<file path="src/include/bru_defines.svh">
/*
 Constants for the byte rotate unit: data width, reset values and
 operation encodings. Assumes inclusion by bare name from include/.
*/
`ifndef BRU_DEFINES_SVH
`define BRU_DEFINES_SVH
`define BRU_DATA_W      8
`define BRU_MSB         7
`define BRU_LSB         0
`define BRU_ACC_RST     8'h00
`define BRU_CARRY_RST   1'b0
`define BRU_BYTE_RST    8'h00
`define BRU_OP_W        3
`define BRU_OP_NONE     3'h0
`define BRU_OP_ROL_ACC       3'h1
`define BRU_OP_ROL_CARRY     3'h2
`define BRU_OP_ROL_CARRY_ACC 3'h3
`define BRU_OP_ROR_MEM       3'h4
`define BRU_OP_ROR_ACC       3'h5
`define BRU_OP_ROR_CARRY     3'h6
`endif

</file>
<file path="src/include/bru_pkg.sv">
/*
 Types for the byte rotate unit: operation codes, request and result
 carriers and the module state. Assumes bru_defines.svh is reachable.
*/
`default_nettype none
`include "bru_defines.svh"
package bru_pkg;
   typedef logic [`BRU_DATA_W-1:0] bru_byte_t;

   // Operation selected by the decoder; NONE means idle
   typedef logic [`BRU_OP_W-1:0] bru_op_t;

   typedef struct packed {
      logic      valid;
      bru_op_t   op;
      bru_byte_t mem_byte;
   } bru_req_t;

   typedef struct packed {
      logic      mem_we;
      bru_byte_t mem_byte;
      logic      acc_we;
      logic      carry_we;
   } bru_res_t;

   typedef struct packed {
      bru_byte_t acc;
      logic      carry;
      bru_res_t  res;
   } bru_state_t;
endpackage : bru_pkg
`default_nettype wire

</file>
<file path="src/rtl/bru_byte_rotate_unit.sv">
/*
 Byte rotate unit: executes the six single-bit rotate operations of the
 core on one data-memory byte and holds the accumulator and carry flag.
 The unit owns the accumulator and the carry flag; the memory byte is
 owned by the data memory, which hands it in with each request and
 takes the rotated value back while the write strobe is high.
 Assumes the decoder presents at most one request per cycle, level
 sampled on each rising edge of sys_clk_i, and that the memory side
 stores mem_wdata_o in the cycle that mem_we_o is high.
 Results appear at the edge that takes the request; a back-to-back
 request that uses the carry sees the flag left by the request before
 it, so the decoder needs no stall between carry operations.
 No other instruction of the core passes through this unit.
*/
`default_nettype none
`include "bru_defines.svh"
module bru_byte_rotate_unit
   import bru_pkg::*;
(
   input  wire logic      sys_clk_i,
   input  wire logic      srst_i,
   input  wire bru_req_t  req_i,
   output logic           mem_we_o,
   output bru_byte_t      mem_wdata_o,
   output bru_byte_t      acc_o,
   output logic           carry_o,
   output logic           acc_upd_o,
   output logic           carry_upd_o
);

   // Rotate by one; fill is the bit entering the vacated end
   function automatic bru_byte_t bru_rot_left(input bru_byte_t b,
                                              input logic fill);
      bru_rot_left = {b[`BRU_MSB-1:`BRU_LSB], fill};
   endfunction : bru_rot_left

   function automatic bru_byte_t bru_rot_right(input bru_byte_t b,
                                               input logic fill);
      bru_rot_right = {fill, b[`BRU_MSB:`BRU_LSB+1]};
   endfunction : bru_rot_right

   // Op classes at a glance (target, carry use, direction):
   //   ROL_ACC        accumulator  carry kept   left, old bit 7 refills
   //   ROL_CARRY      memory       carry in/out left, carry refills
   //   ROL_CARRY_ACC  accumulator  carry in/out left, carry refills
   //   ROR_MEM        memory       carry kept   right, old bit 0 refills
   //   ROR_ACC        accumulator  carry kept   right, old bit 0 refills
   //   ROR_CARRY      memory       carry in/out right, carry refills
   // Codes 0 and 7 fall out of every class, which is what makes them
   // refused without a separate legality check. The accumulator targets
   // never raise the memory strobe, so the memory byte stays as it was.

   // Ops that shift the byte towards bit 7
   function automatic logic bru_is_left(input bru_op_t op);
      case (op)
         `BRU_OP_ROL_ACC,
         `BRU_OP_ROL_CARRY,
         `BRU_OP_ROL_CARRY_ACC: bru_is_left = 1'b1;
         default:               bru_is_left = 1'b0;
      endcase
   endfunction : bru_is_left

   // Ops whose result goes back to the memory byte in place
   function automatic logic bru_is_mem(input bru_op_t op);
      case (op)
         `BRU_OP_ROL_CARRY,
         `BRU_OP_ROR_MEM,
         `BRU_OP_ROR_CARRY: bru_is_mem = 1'b1;
         default:           bru_is_mem = 1'b0;
      endcase
   endfunction : bru_is_mem

   // Ops whose result is loaded into the accumulator
   function automatic logic bru_is_acc(input bru_op_t op);
      case (op)
         `BRU_OP_ROL_ACC,
         `BRU_OP_ROL_CARRY_ACC,
         `BRU_OP_ROR_ACC: bru_is_acc = 1'b1;
         default:         bru_is_acc = 1'b0;
      endcase
   endfunction : bru_is_acc

   // Ops in which the carry flag takes part; all others must keep it
   function automatic logic bru_is_carry(input bru_op_t op);
      case (op)
         `BRU_OP_ROL_CARRY,
         `BRU_OP_ROL_CARRY_ACC,
         `BRU_OP_ROR_CARRY: bru_is_carry = 1'b1;
         default:           bru_is_carry = 1'b0;
      endcase
   endfunction : bru_is_carry

   // Bit that enters the vacated end; the carry ops use the flag as it
   // stands now, which is the value left by the previous request
   function automatic logic bru_fill(input bru_op_t   op,
                                     input bru_byte_t b,
                                     input logic      c);
      case (op)
         `BRU_OP_ROL_ACC:       bru_fill = b[`BRU_MSB];
         `BRU_OP_ROL_CARRY:     bru_fill = c;
         `BRU_OP_ROL_CARRY_ACC: bru_fill = c;
         `BRU_OP_ROR_MEM:       bru_fill = b[`BRU_LSB];
         `BRU_OP_ROR_ACC:       bru_fill = b[`BRU_LSB];
         `BRU_OP_ROR_CARRY:     bru_fill = c;
         default:               bru_fill = 1'b0;
      endcase
   endfunction : bru_fill

   // Bit pushed out of the far end; only the carry ops keep it
   function automatic logic bru_out(input logic left, input bru_byte_t b);
      if (left) begin
         bru_out = b[`BRU_MSB];
      end else begin
         bru_out = b[`BRU_LSB];
      end
   endfunction : bru_out

   // Direction select in front of the two rotators
   function automatic bru_byte_t bru_rot_byte(input logic      left,
                                              input bru_byte_t b,
                                              input logic      fill);
      if (left) begin
         bru_rot_byte = bru_rot_left(b, fill);
      end else begin
         bru_rot_byte = bru_rot_right(b, fill);
      end
   endfunction : bru_rot_byte

   // Registered state and its next value
   bru_state_t st_r;
   bru_state_t st_nxt;

   // Decoded request; kept out of the state struct because none of it
   // has to survive a clock edge
   logic      op_left;   // Shift towards bit 7
   logic      op_to_mem; // Result written back in place
   logic      op_to_acc; // Result loaded into the accumulator
   logic      op_carry;  // Carry flag takes part
   logic      req_go;    // Valid request with a known code
   logic      fill_bit;  // Bit entering the vacated end
   logic      out_bit;   // Bit leaving the far end
   bru_byte_t rot_byte;  // Rotated request byte

   // Op decode from the request
   assign op_left   = bru_is_left(req_i.op);
   assign op_to_mem = bru_is_mem(req_i.op);
   assign op_to_acc = bru_is_acc(req_i.op);
   assign op_carry  = bru_is_carry(req_i.op);
   assign req_go    = req_i.valid && (op_to_mem || op_to_acc);

   // One rotator pair serves all six ops; the op only picks the direction and
   // the fill bit. Sharing it costs a mux level but keeps the six ops
   // from drifting apart in their bit order.
   assign fill_bit = bru_fill(req_i.op, req_i.mem_byte, st_r.carry);
   assign out_bit  = bru_out(op_left, req_i.mem_byte);
   assign rot_byte = bru_rot_byte(op_left, req_i.mem_byte, fill_bit);

   // Next state. Strobes default low so each request raises them for one cycle;
   // the held values only move when their strobe is raised, so a
   // refused request leaves everything as it was.
   always_comb begin
      st_nxt              = st_r;
      st_nxt.res.mem_we   = 1'b0;
      st_nxt.res.acc_we   = 1'b0;
      st_nxt.res.carry_we = 1'b0;
      if (req_go) begin
         // In-place ops write the memory byte back
         if (op_to_mem) begin
            st_nxt.res.mem_byte = rot_byte;
            st_nxt.res.mem_we   = 1'b1;
         end
         // Accumulator ops leave the memory strobe low
         if (op_to_acc) begin
            st_nxt.acc        = rot_byte;
            st_nxt.res.acc_we = 1'b1;
         end
         // Only the carry ops touch the flag
         if (op_carry) begin
            st_nxt.carry        = out_bit;
            st_nxt.res.carry_we = 1'b1;
         end
      end
   end

   // State register; reset clears accumulator, carry and strobes
   always_ff @(posedge sys_clk_i) begin
      if (srst_i) begin
         st_r.acc          <= `BRU_ACC_RST;
         st_r.carry        <= `BRU_CARRY_RST;
         st_r.res.mem_we   <= 1'b0;
         st_r.res.mem_byte <= `BRU_BYTE_RST;
         st_r.res.acc_we   <= 1'b0;
         st_r.res.carry_we <= 1'b0;
      end else begin
         st_r <= st_nxt;
      end
   end

   // All outputs come straight from the state register
   assign mem_we_o    = st_r.res.mem_we;
   assign mem_wdata_o = st_r.res.mem_byte;
   assign acc_o       = st_r.acc;
   assign carry_o     = st_r.carry;
   assign acc_upd_o   = st_r.res.acc_we;
   assign carry_upd_o = st_r.res.carry_we;

endmodule : bru_byte_rotate_unit
`default_nettype wire

</file>
<file path="config.mk">
export PLATFORM = sky130hd
export DESIGN_NAME = bru_byte_rotate_unit
export DESIGN_NICKNAME = d
export VERILOG_FILES = /design/src/include/bru_pkg.sv /design/src/rtl/bru_byte_rotate_unit.sv
export VERILOG_INCLUDE_DIRS = /design/src /design/src/include
export SDC_FILE = /design/constraint.sdc
export NUM_CORES = 1
export LEC_CHECK = 0
export BUFFER_PORTS_ARGS = -buffer_cell sky130_fd_sc_hd__buf_2
export CAP_MARGIN = 20
export CORE_UTILIZATION = 30
export DETAILED_ROUTE_END_ITERATION = 10
export PLACE_DENSITY = 0.6
export SYNTH_ARGS = -nofsm -noshare
export SYNTH_HDL_FRONTEND = slang
export SYNTH_SLANG_ARGS = --single-unit
</file>
<file path="constraint.sdc">
create_clock -name sys_clk_i -period 2.1 [get_ports sys_clk_i]
set_input_delay 0.525 -clock sys_clk_i [delete_from_list [all_inputs] [get_ports sys_clk_i]]
set_output_delay 0.525 -clock sys_clk_i [all_outputs]
set_load 0.01 [all_outputs]
</file>
==> results of run 1 <==
flip-flops by register name (all words and copies together) (netlist names):
signal	flops
acc_o	8
acc_upd_o	1
carry_o	1
carry_upd_o	1
mem_wdata_o	8
mem_we_o	1
metal layers:
layer,global-route usage,share of wire,up-vias
met5,0,0,-
met4,0.01020,0.0037,0
met3,0.05240,0.066,2
met2,0.2062,0.44,26
met1,0.1765,0.49,362
li1,-,-,410
worst paths after layout:
check / end / cells after the start / from / slack [ps]
min: acc_o[0] / 2 / acc_o[0] / 500
max reg2reg: acc_o[7] / 3 / carry_o / 1050
max: mem_wdata_o[0] / 4 / req_i[9] / 690
min reg2reg: acc_o[0] / 2 / acc_o[0] / 500
tightest hold or removal path: stages, from the launching register on:
cell      delay, ps
dfxtp_1         330
nand2b_1         60
o32ai_1          70
synth_stat cells:
cell type	n
nand2b_1	3
o31ai_1	1
a21oi_1	14
or2_0	1
buf_6	5
dfxtp_1	20
and2_2	1
buf_4	1
dlymetal6s2s_1	1
a211oi_2	7
and2_1	1
nand2_1	2
inv_1	2
and2_4	1
mux2i_1	8
a211oi_1	8
buf_2	3
and4_1	1
nand3b_1	5
a31oi_1	1
o32ai_1	2
and2b_2	1
or4b_1	1
nor2b_1	1
o21bai_1	1
nand4b_1	1
and3_1	1
per-stage QoR:
step / instance area, um^2 / cells
3_3_place_gp: 1114 / 162
6_report: 1150 / 166
5_1_grt: 1150 / 166
4_1_cts: 1150 / 166
3_5_place_dp: 1114 / 162
2_1_floorplan: 977.2 / 94
where the power goes:
group | internal, mW | switching (mW) | total (mW)
Sequential | 0.402 | 0.0114 | 0.413
Clock | 0.106 | 0.118 | 0.224
Combinational | 0.0637 | 0.0876 | 0.151
cells by family (layout without fill, tap and decap cells):
| logic type | Yosys count | after routing | synth area share |
|---|---|---|---|
| buffers and inverters | 12 | 40 | 0.1011 |
| flip-flops | 20 | 20 | 0.4097 |
| AO/OA/AOI/OAI | 34 | 34 | 0.2625 |
| AND/OR/NAND/NOR | 20 | 20 | 0.1447 |
| multiplexers | 8 | 8 | 0.08195 |
area by class of cell:
type	instances	area, um^2	area share
multi-input combinational	62	478.0	0.4157
timing repair buffer	34	172.7	0.1502
sequential	20	400.4	0.3482
clock buffer	4	36.28	0.03156
inverter	2	7.507	0.006529
tap	44	55.05	0.04788
layout by cell type, fill, tap and decap left out, types with 2 or more instances in the layout:
| cell | n |
|---|---|
| clkbuf_4 | 3 |
| nand2_1 | 2 |
| buf_2 | 33 |
| a211oi_2 | 7 |
| o32ai_1 | 2 |
| nand2b_1 | 3 |
| mux2i_1 | 8 |
| a21oi_1 | 14 |
| inv_1 | 2 |
| dfxtp_1 | 20 |
| nand3b_1 | 5 |
| a211oi_1 | 8 |
==> metrics.csv, run 1 <==
stage,metric,value,unit
power_and_ir_drop,Max IR drop VDD,0.3698,mV
grt,gr usage total,0.1312,
synthesis,Post-Syn Area,977.2,um^2
finish,"Core Util, Final",0.3736,
detailed_routing,DR vias,800,
synthesis,Ys Warns,0,
finish,share of post-route cells with drive strength above 1,0.3934,
die,DIE AREA,3489,um^2
critical_path,CP Data Required Time,2280,ps
finish,Filler Cell Count,322,
die,die height,59.07,um
die,initial core utilization,0.3175,
synthesis,top cell type's share of synthesized area,0.4097,
finish,area grow syn2layout,17.67,%
place,pre-CTS setup slack,420.6,ps
cts,CTS tree,built,
synthesis,Syn Area/Cell,10.40,um^2
sta,Final Cycle Share,0.6711,
sta,Fin Setup TNS,0,ps
detailed_routing,Iter 0 DRT Violations,17,
cts,clock-pin slew on the worst setup and hold paths,110,ps
grt,largest net degree at the start of global routing,21,
sta,post-layout min period,1409,ps
grt,first-pass GRT wire length,3422,um
synthesis,largest cells by area after synthesis,"dfxtp_1, a211oi_2, mux2i_1",
grt,vias in the first global route,717,
cts,CTS Buf Count,3,
sta,final hold violation count,0,
synthesis,largest area contributor in the synthesized netlist,dfxtp_1,
min_path,HP Class,reg2reg,
critical_path,"Arr. time, crit path",1590,ps
synthesis,syn nets,108,
critical_path,biggest cell delay along the critical path,460,ps
synthesis,"Distinct cells, synth",27,
detailed_routing,DRT Wirelength,2147,um
sta,Clock Skews,8.837,ps
die,core area,3078,um^2
cts,Worst-Skew Late Latency,300,ps
outcome,status,completed,
cts,H-tree depth,1,
sta,Final Worst Setup Slack,690.8,ps
critical_path,"slowest stage cell, crit path",or2_0,
die,IO Count,34,
cts,CTS max path bufs,2,
synthesis,sequential area share after synthesis,0.4097,
sta,Slew headroom,0.6472,
critical_path,Worst Path Buf+Inv,1,
critical_path,Startpoint Class,primary input,
cts,# hold bufs at CTS,0,
cts,Resize count post-CTS,0,
cts,Post-CTS Setup Bufs,0,
finish,Layout Nets,137,
critical_path,Crit Path Category,in2reg,
grt,global route overflow,0,
place,I/O Buffers,33,
critical_path,Setup crit end kind,register,
die,Row Count,20,
detailed_routing,Post-DRT Antenna Nets,0,
critical_path,CP top delay family,simple AND/OR/NAND/NOR gates,
detailed_routing,Initial DRT Pass Iterations,4,
sta,WHS,497.3,ps
critical_path,CP max FO,11,
power_and_ir_drop,total chip power,0.7889,mW
sta,worst slew pin tran,529.2,ps
cts,CTS sink count,20,
critical_path,worst path cell trace,"buf_2, or2_0, and2_4, o32ai_1",
die,Die X,59.07,um
detailed_routing,Remaining DRCs,0,
detailed_routing,DR vias/cell,4.819,
flow_run,total of max-cap violations,0,
cts,root buffer cell,clkbuf_4,
synthesis,Yosys reg bits,20,
sta,fin. max-slew vios,0,
place,DP HPWL,1665,um
sta,RSZ-0062 raised after global routing,no,
sta,Final setup viols,0,
detailed_routing,wire length per cell,12.93,um
place,global placement routability congestion,0.8473,
grt,initial antenna violation count,0,
finish,n_diodes,0,
sta,Peak Freq,709.6,MHz
power_and_ir_drop,pwr dens,686.1,nW/um^2
power_and_ir_drop,LEAKAGE,0.5081,nW
synthesis,Mapped Cells,94,
(Power assumes the default switching activity.)
==> run 2, diff against run 1 <==
--- a/config.mk
+++ b/config.mk
@@ -10,7 +10,7 @@
 export CAP_MARGIN = 20
 export CORE_UTILIZATION = 30
 export DETAILED_ROUTE_END_ITERATION = 10
-export PLACE_DENSITY = 0.6
+export PLACE_DENSITY = 0.61
 export SYNTH_ARGS = -nofsm -noshare
 export SYNTH_HDL_FRONTEND = slang
 export SYNTH_SLANG_ARGS = --single-unit
==> constraint.sdc (replaced) <==
create_clock -name sys_clk_i -period 1.2 [get_ports sys_clk_i]
set_input_delay 0.3 -clock sys_clk_i [delete_from_list [all_inputs] [get_ports sys_clk_i]]
set_output_delay 0.3 -clock sys_clk_i [all_outputs]
set_load 0.01 [all_outputs]
==> run 2 against run 1 <==
Effect of this change: sequential share of layout area is 2.7 points lower; setup slack worse by 610 ps; sequential power is 75% higher; design area is 8.4% higher; critical endpoint is now carry_o; largest cell class unchanged; largest power group unchanged.
==> metrics.csv, run 2 (same netlist as run 1, synthesis figures left out) <==
stage,metric,value,unit
cts,CTS sink count,20,
sta,WHS,239.7,ps
finish,final instance area,1246,um^2
sta,RSZ-0062 raised after global routing,no,
critical_path,Worst setup startpoint,carry_o,
grt,largest net degree at the start of global routing,15,
cts,CTS max path bufs,2,
cts,Worst-Skew Late Latency,290,ps
cts,Post-CTS Setup Bufs,0,
cts,root buffer cell,clkbuf_4,
grt,grt met2 use,0.2110,
power_and_ir_drop,pwr dens,1070,nW/um^2
finish,n_diodes,0,
sta,Final Cycle Share,0.9364,
detailed_routing,Post-DRT Antenna Nets,0,
cts,clock-pin slew on the worst setup and hold paths,110,ps
finish,area grow syn2layout,27.53,%
sta,worst slew pin tran,307.4,ps
critical_path,Critical Path Sink,carry_o,
grt,met1 Use GR,0.1863,
detailed_routing,wire length per cell,12.60,um
finish,"commonest non-fill, non-tap cell in the layout",buf_2,
die,die height,59.07,um
grt,first-pass GRT wire length,3567,um
detailed_routing,Initial DRT Pass Iterations,4,
grt,vias in the first global route,768,
place,DP HPWL,1812,um
critical_path,biggest cell delay along the critical path,380,ps
critical_path,Reg-to-Reg End,acc_o[7],
power_and_ir_drop,Max IR drop VDD,0.2454,mV
detailed_routing,DR vias,853,
finish,Non-Filler Instances,177,
critical_path,Startpoint Class,register,
critical_path,reg2reg start,carry_o,
outcome,status,completed,
die,core area,3078,um^2
critical_path,worst path cell trace,buf_2,
sta,post-layout min period,1124,ps
sta,Final setup viols,0,
critical_path,Worst path depth,1,
place,Placed Area,1224,um^2
place,dpl cells,174,
finish,share of post-route cells with drive strength above 1,0.4812,
sta,final hold violation count,0,
cts,# hold bufs at CTS,0,
detailed_routing,DRT Wirelength,2231,um
grt,initial antenna violation count,0,
die,IO Count,34,
critical_path,R2R setup slack,170,ps
grt,global route overflow,0,
grt,met3 GRT Util,0.02402,
critical_path,Setup crit end kind,primary output,
sta,Slew headroom,0.7892,
detailed_routing,DR vias/cell,4.819,
die,Die X,59.07,um
grt,gr usage total,0.1383,
grt,most used routing layer,met2,
cts,H-tree depth,1,
critical_path,CP Data Required Time,900,ps
sta,Clock Skews,6.896,ps
place,global placement routability congestion,0.7779,
sta,Peak Freq,890.0,MHz
sta,fin. max-slew vios,0,
min_path,HP Class,in2reg,
critical_path,Crit Path Category,reg2out,
detailed_routing,Iter 0 DRT Violations,41,
finish,Layout Nets,149,
min_path,hold path cells,2,
power_and_ir_drop,LEAKAGE,0.5498,nW
cts,CTS Buf Count,3,
critical_path,CP top delay family,flip-flops,
critical_path,Worst Path Buf+Inv,1,
place,I/O Buffers,33,
die,Row Count,20,
critical_path,R2R cell count,3,
flow_run,total of max-cap violations,0,
critical_path,"slowest stage cell, crit path",dfxtp_1,
cts,CTS tree,built,
cts,Resize count post-CTS,0,
die,initial core utilization,0.3175,
die,DIE AREA,3489,um^2
detailed_routing,Remaining DRCs,0,
finish,most frequent cells in the layout,"buf_2, dfxtp_1, a21oi_1",
critical_path,CP max FO,4,
critical_path,"Arr. time, crit path",820,ps
## run 2: cell count changes in the layout (fill, tap and decap cells not counted), sizes merged
cell | before | now
clkbuf | 4 | 3
buf | 34 | 46
## run 2: stage by stage
stage	power, mW	setup slack [ps]	setup TNS [ps]	utilization
2_1_floorplan	0.9386	-48.56	-365.2	-
3_3_place_gp	1.042	-154.9	-1477	0.3976
3_5_place_dp	1.047	-178.6	-1727	0.3976
4_1_cts	1.349	66.17	0	0.4049
5_1_grt	1.404	35.66	0	0.4049
6_report	1.333	76.36	0	0.4049
## run 2: layout make-up
cell class                 instances  area [um^2]
fill                             316         1832
multi-input combinational         62        498.0
sequential                        20        400.4
timing repair buffer              46        262.8
tap                               44        55.05
clock buffer                       3        22.52
inverter                           2        7.507
## run 2: worst min path at each step
stage,from,end,slack (ps)
floorplan,srst_i,mem_we_o,480
global placement,acc_o[0],acc_o[0],480
detailed placement,mem_wdata_o[0],mem_wdata_o[0],480
CTS,srst_i,carry_upd_o,240
global route,srst_i,carry_upd_o,240
finish,srst_i,carry_upd_o,240
## run 2: where the power goes
| group | total (mW) | internal, mW | switching, mW |
|---|---|---|---|
| Sequential | 0.722 | 0.703 | 0.0187 |
| Clock | 0.304 | 0.117 | 0.187 |
| Combinational | 0.307 | 0.143 | 0.164 |
## run 2: routing by layer
layer / vias to the layer above / wire, um
met3: 2 / 94
met2: 22 / 1046
met4: 0 / 29
met5: - / 0
li1: 428 / -
met1: 401 / 1061
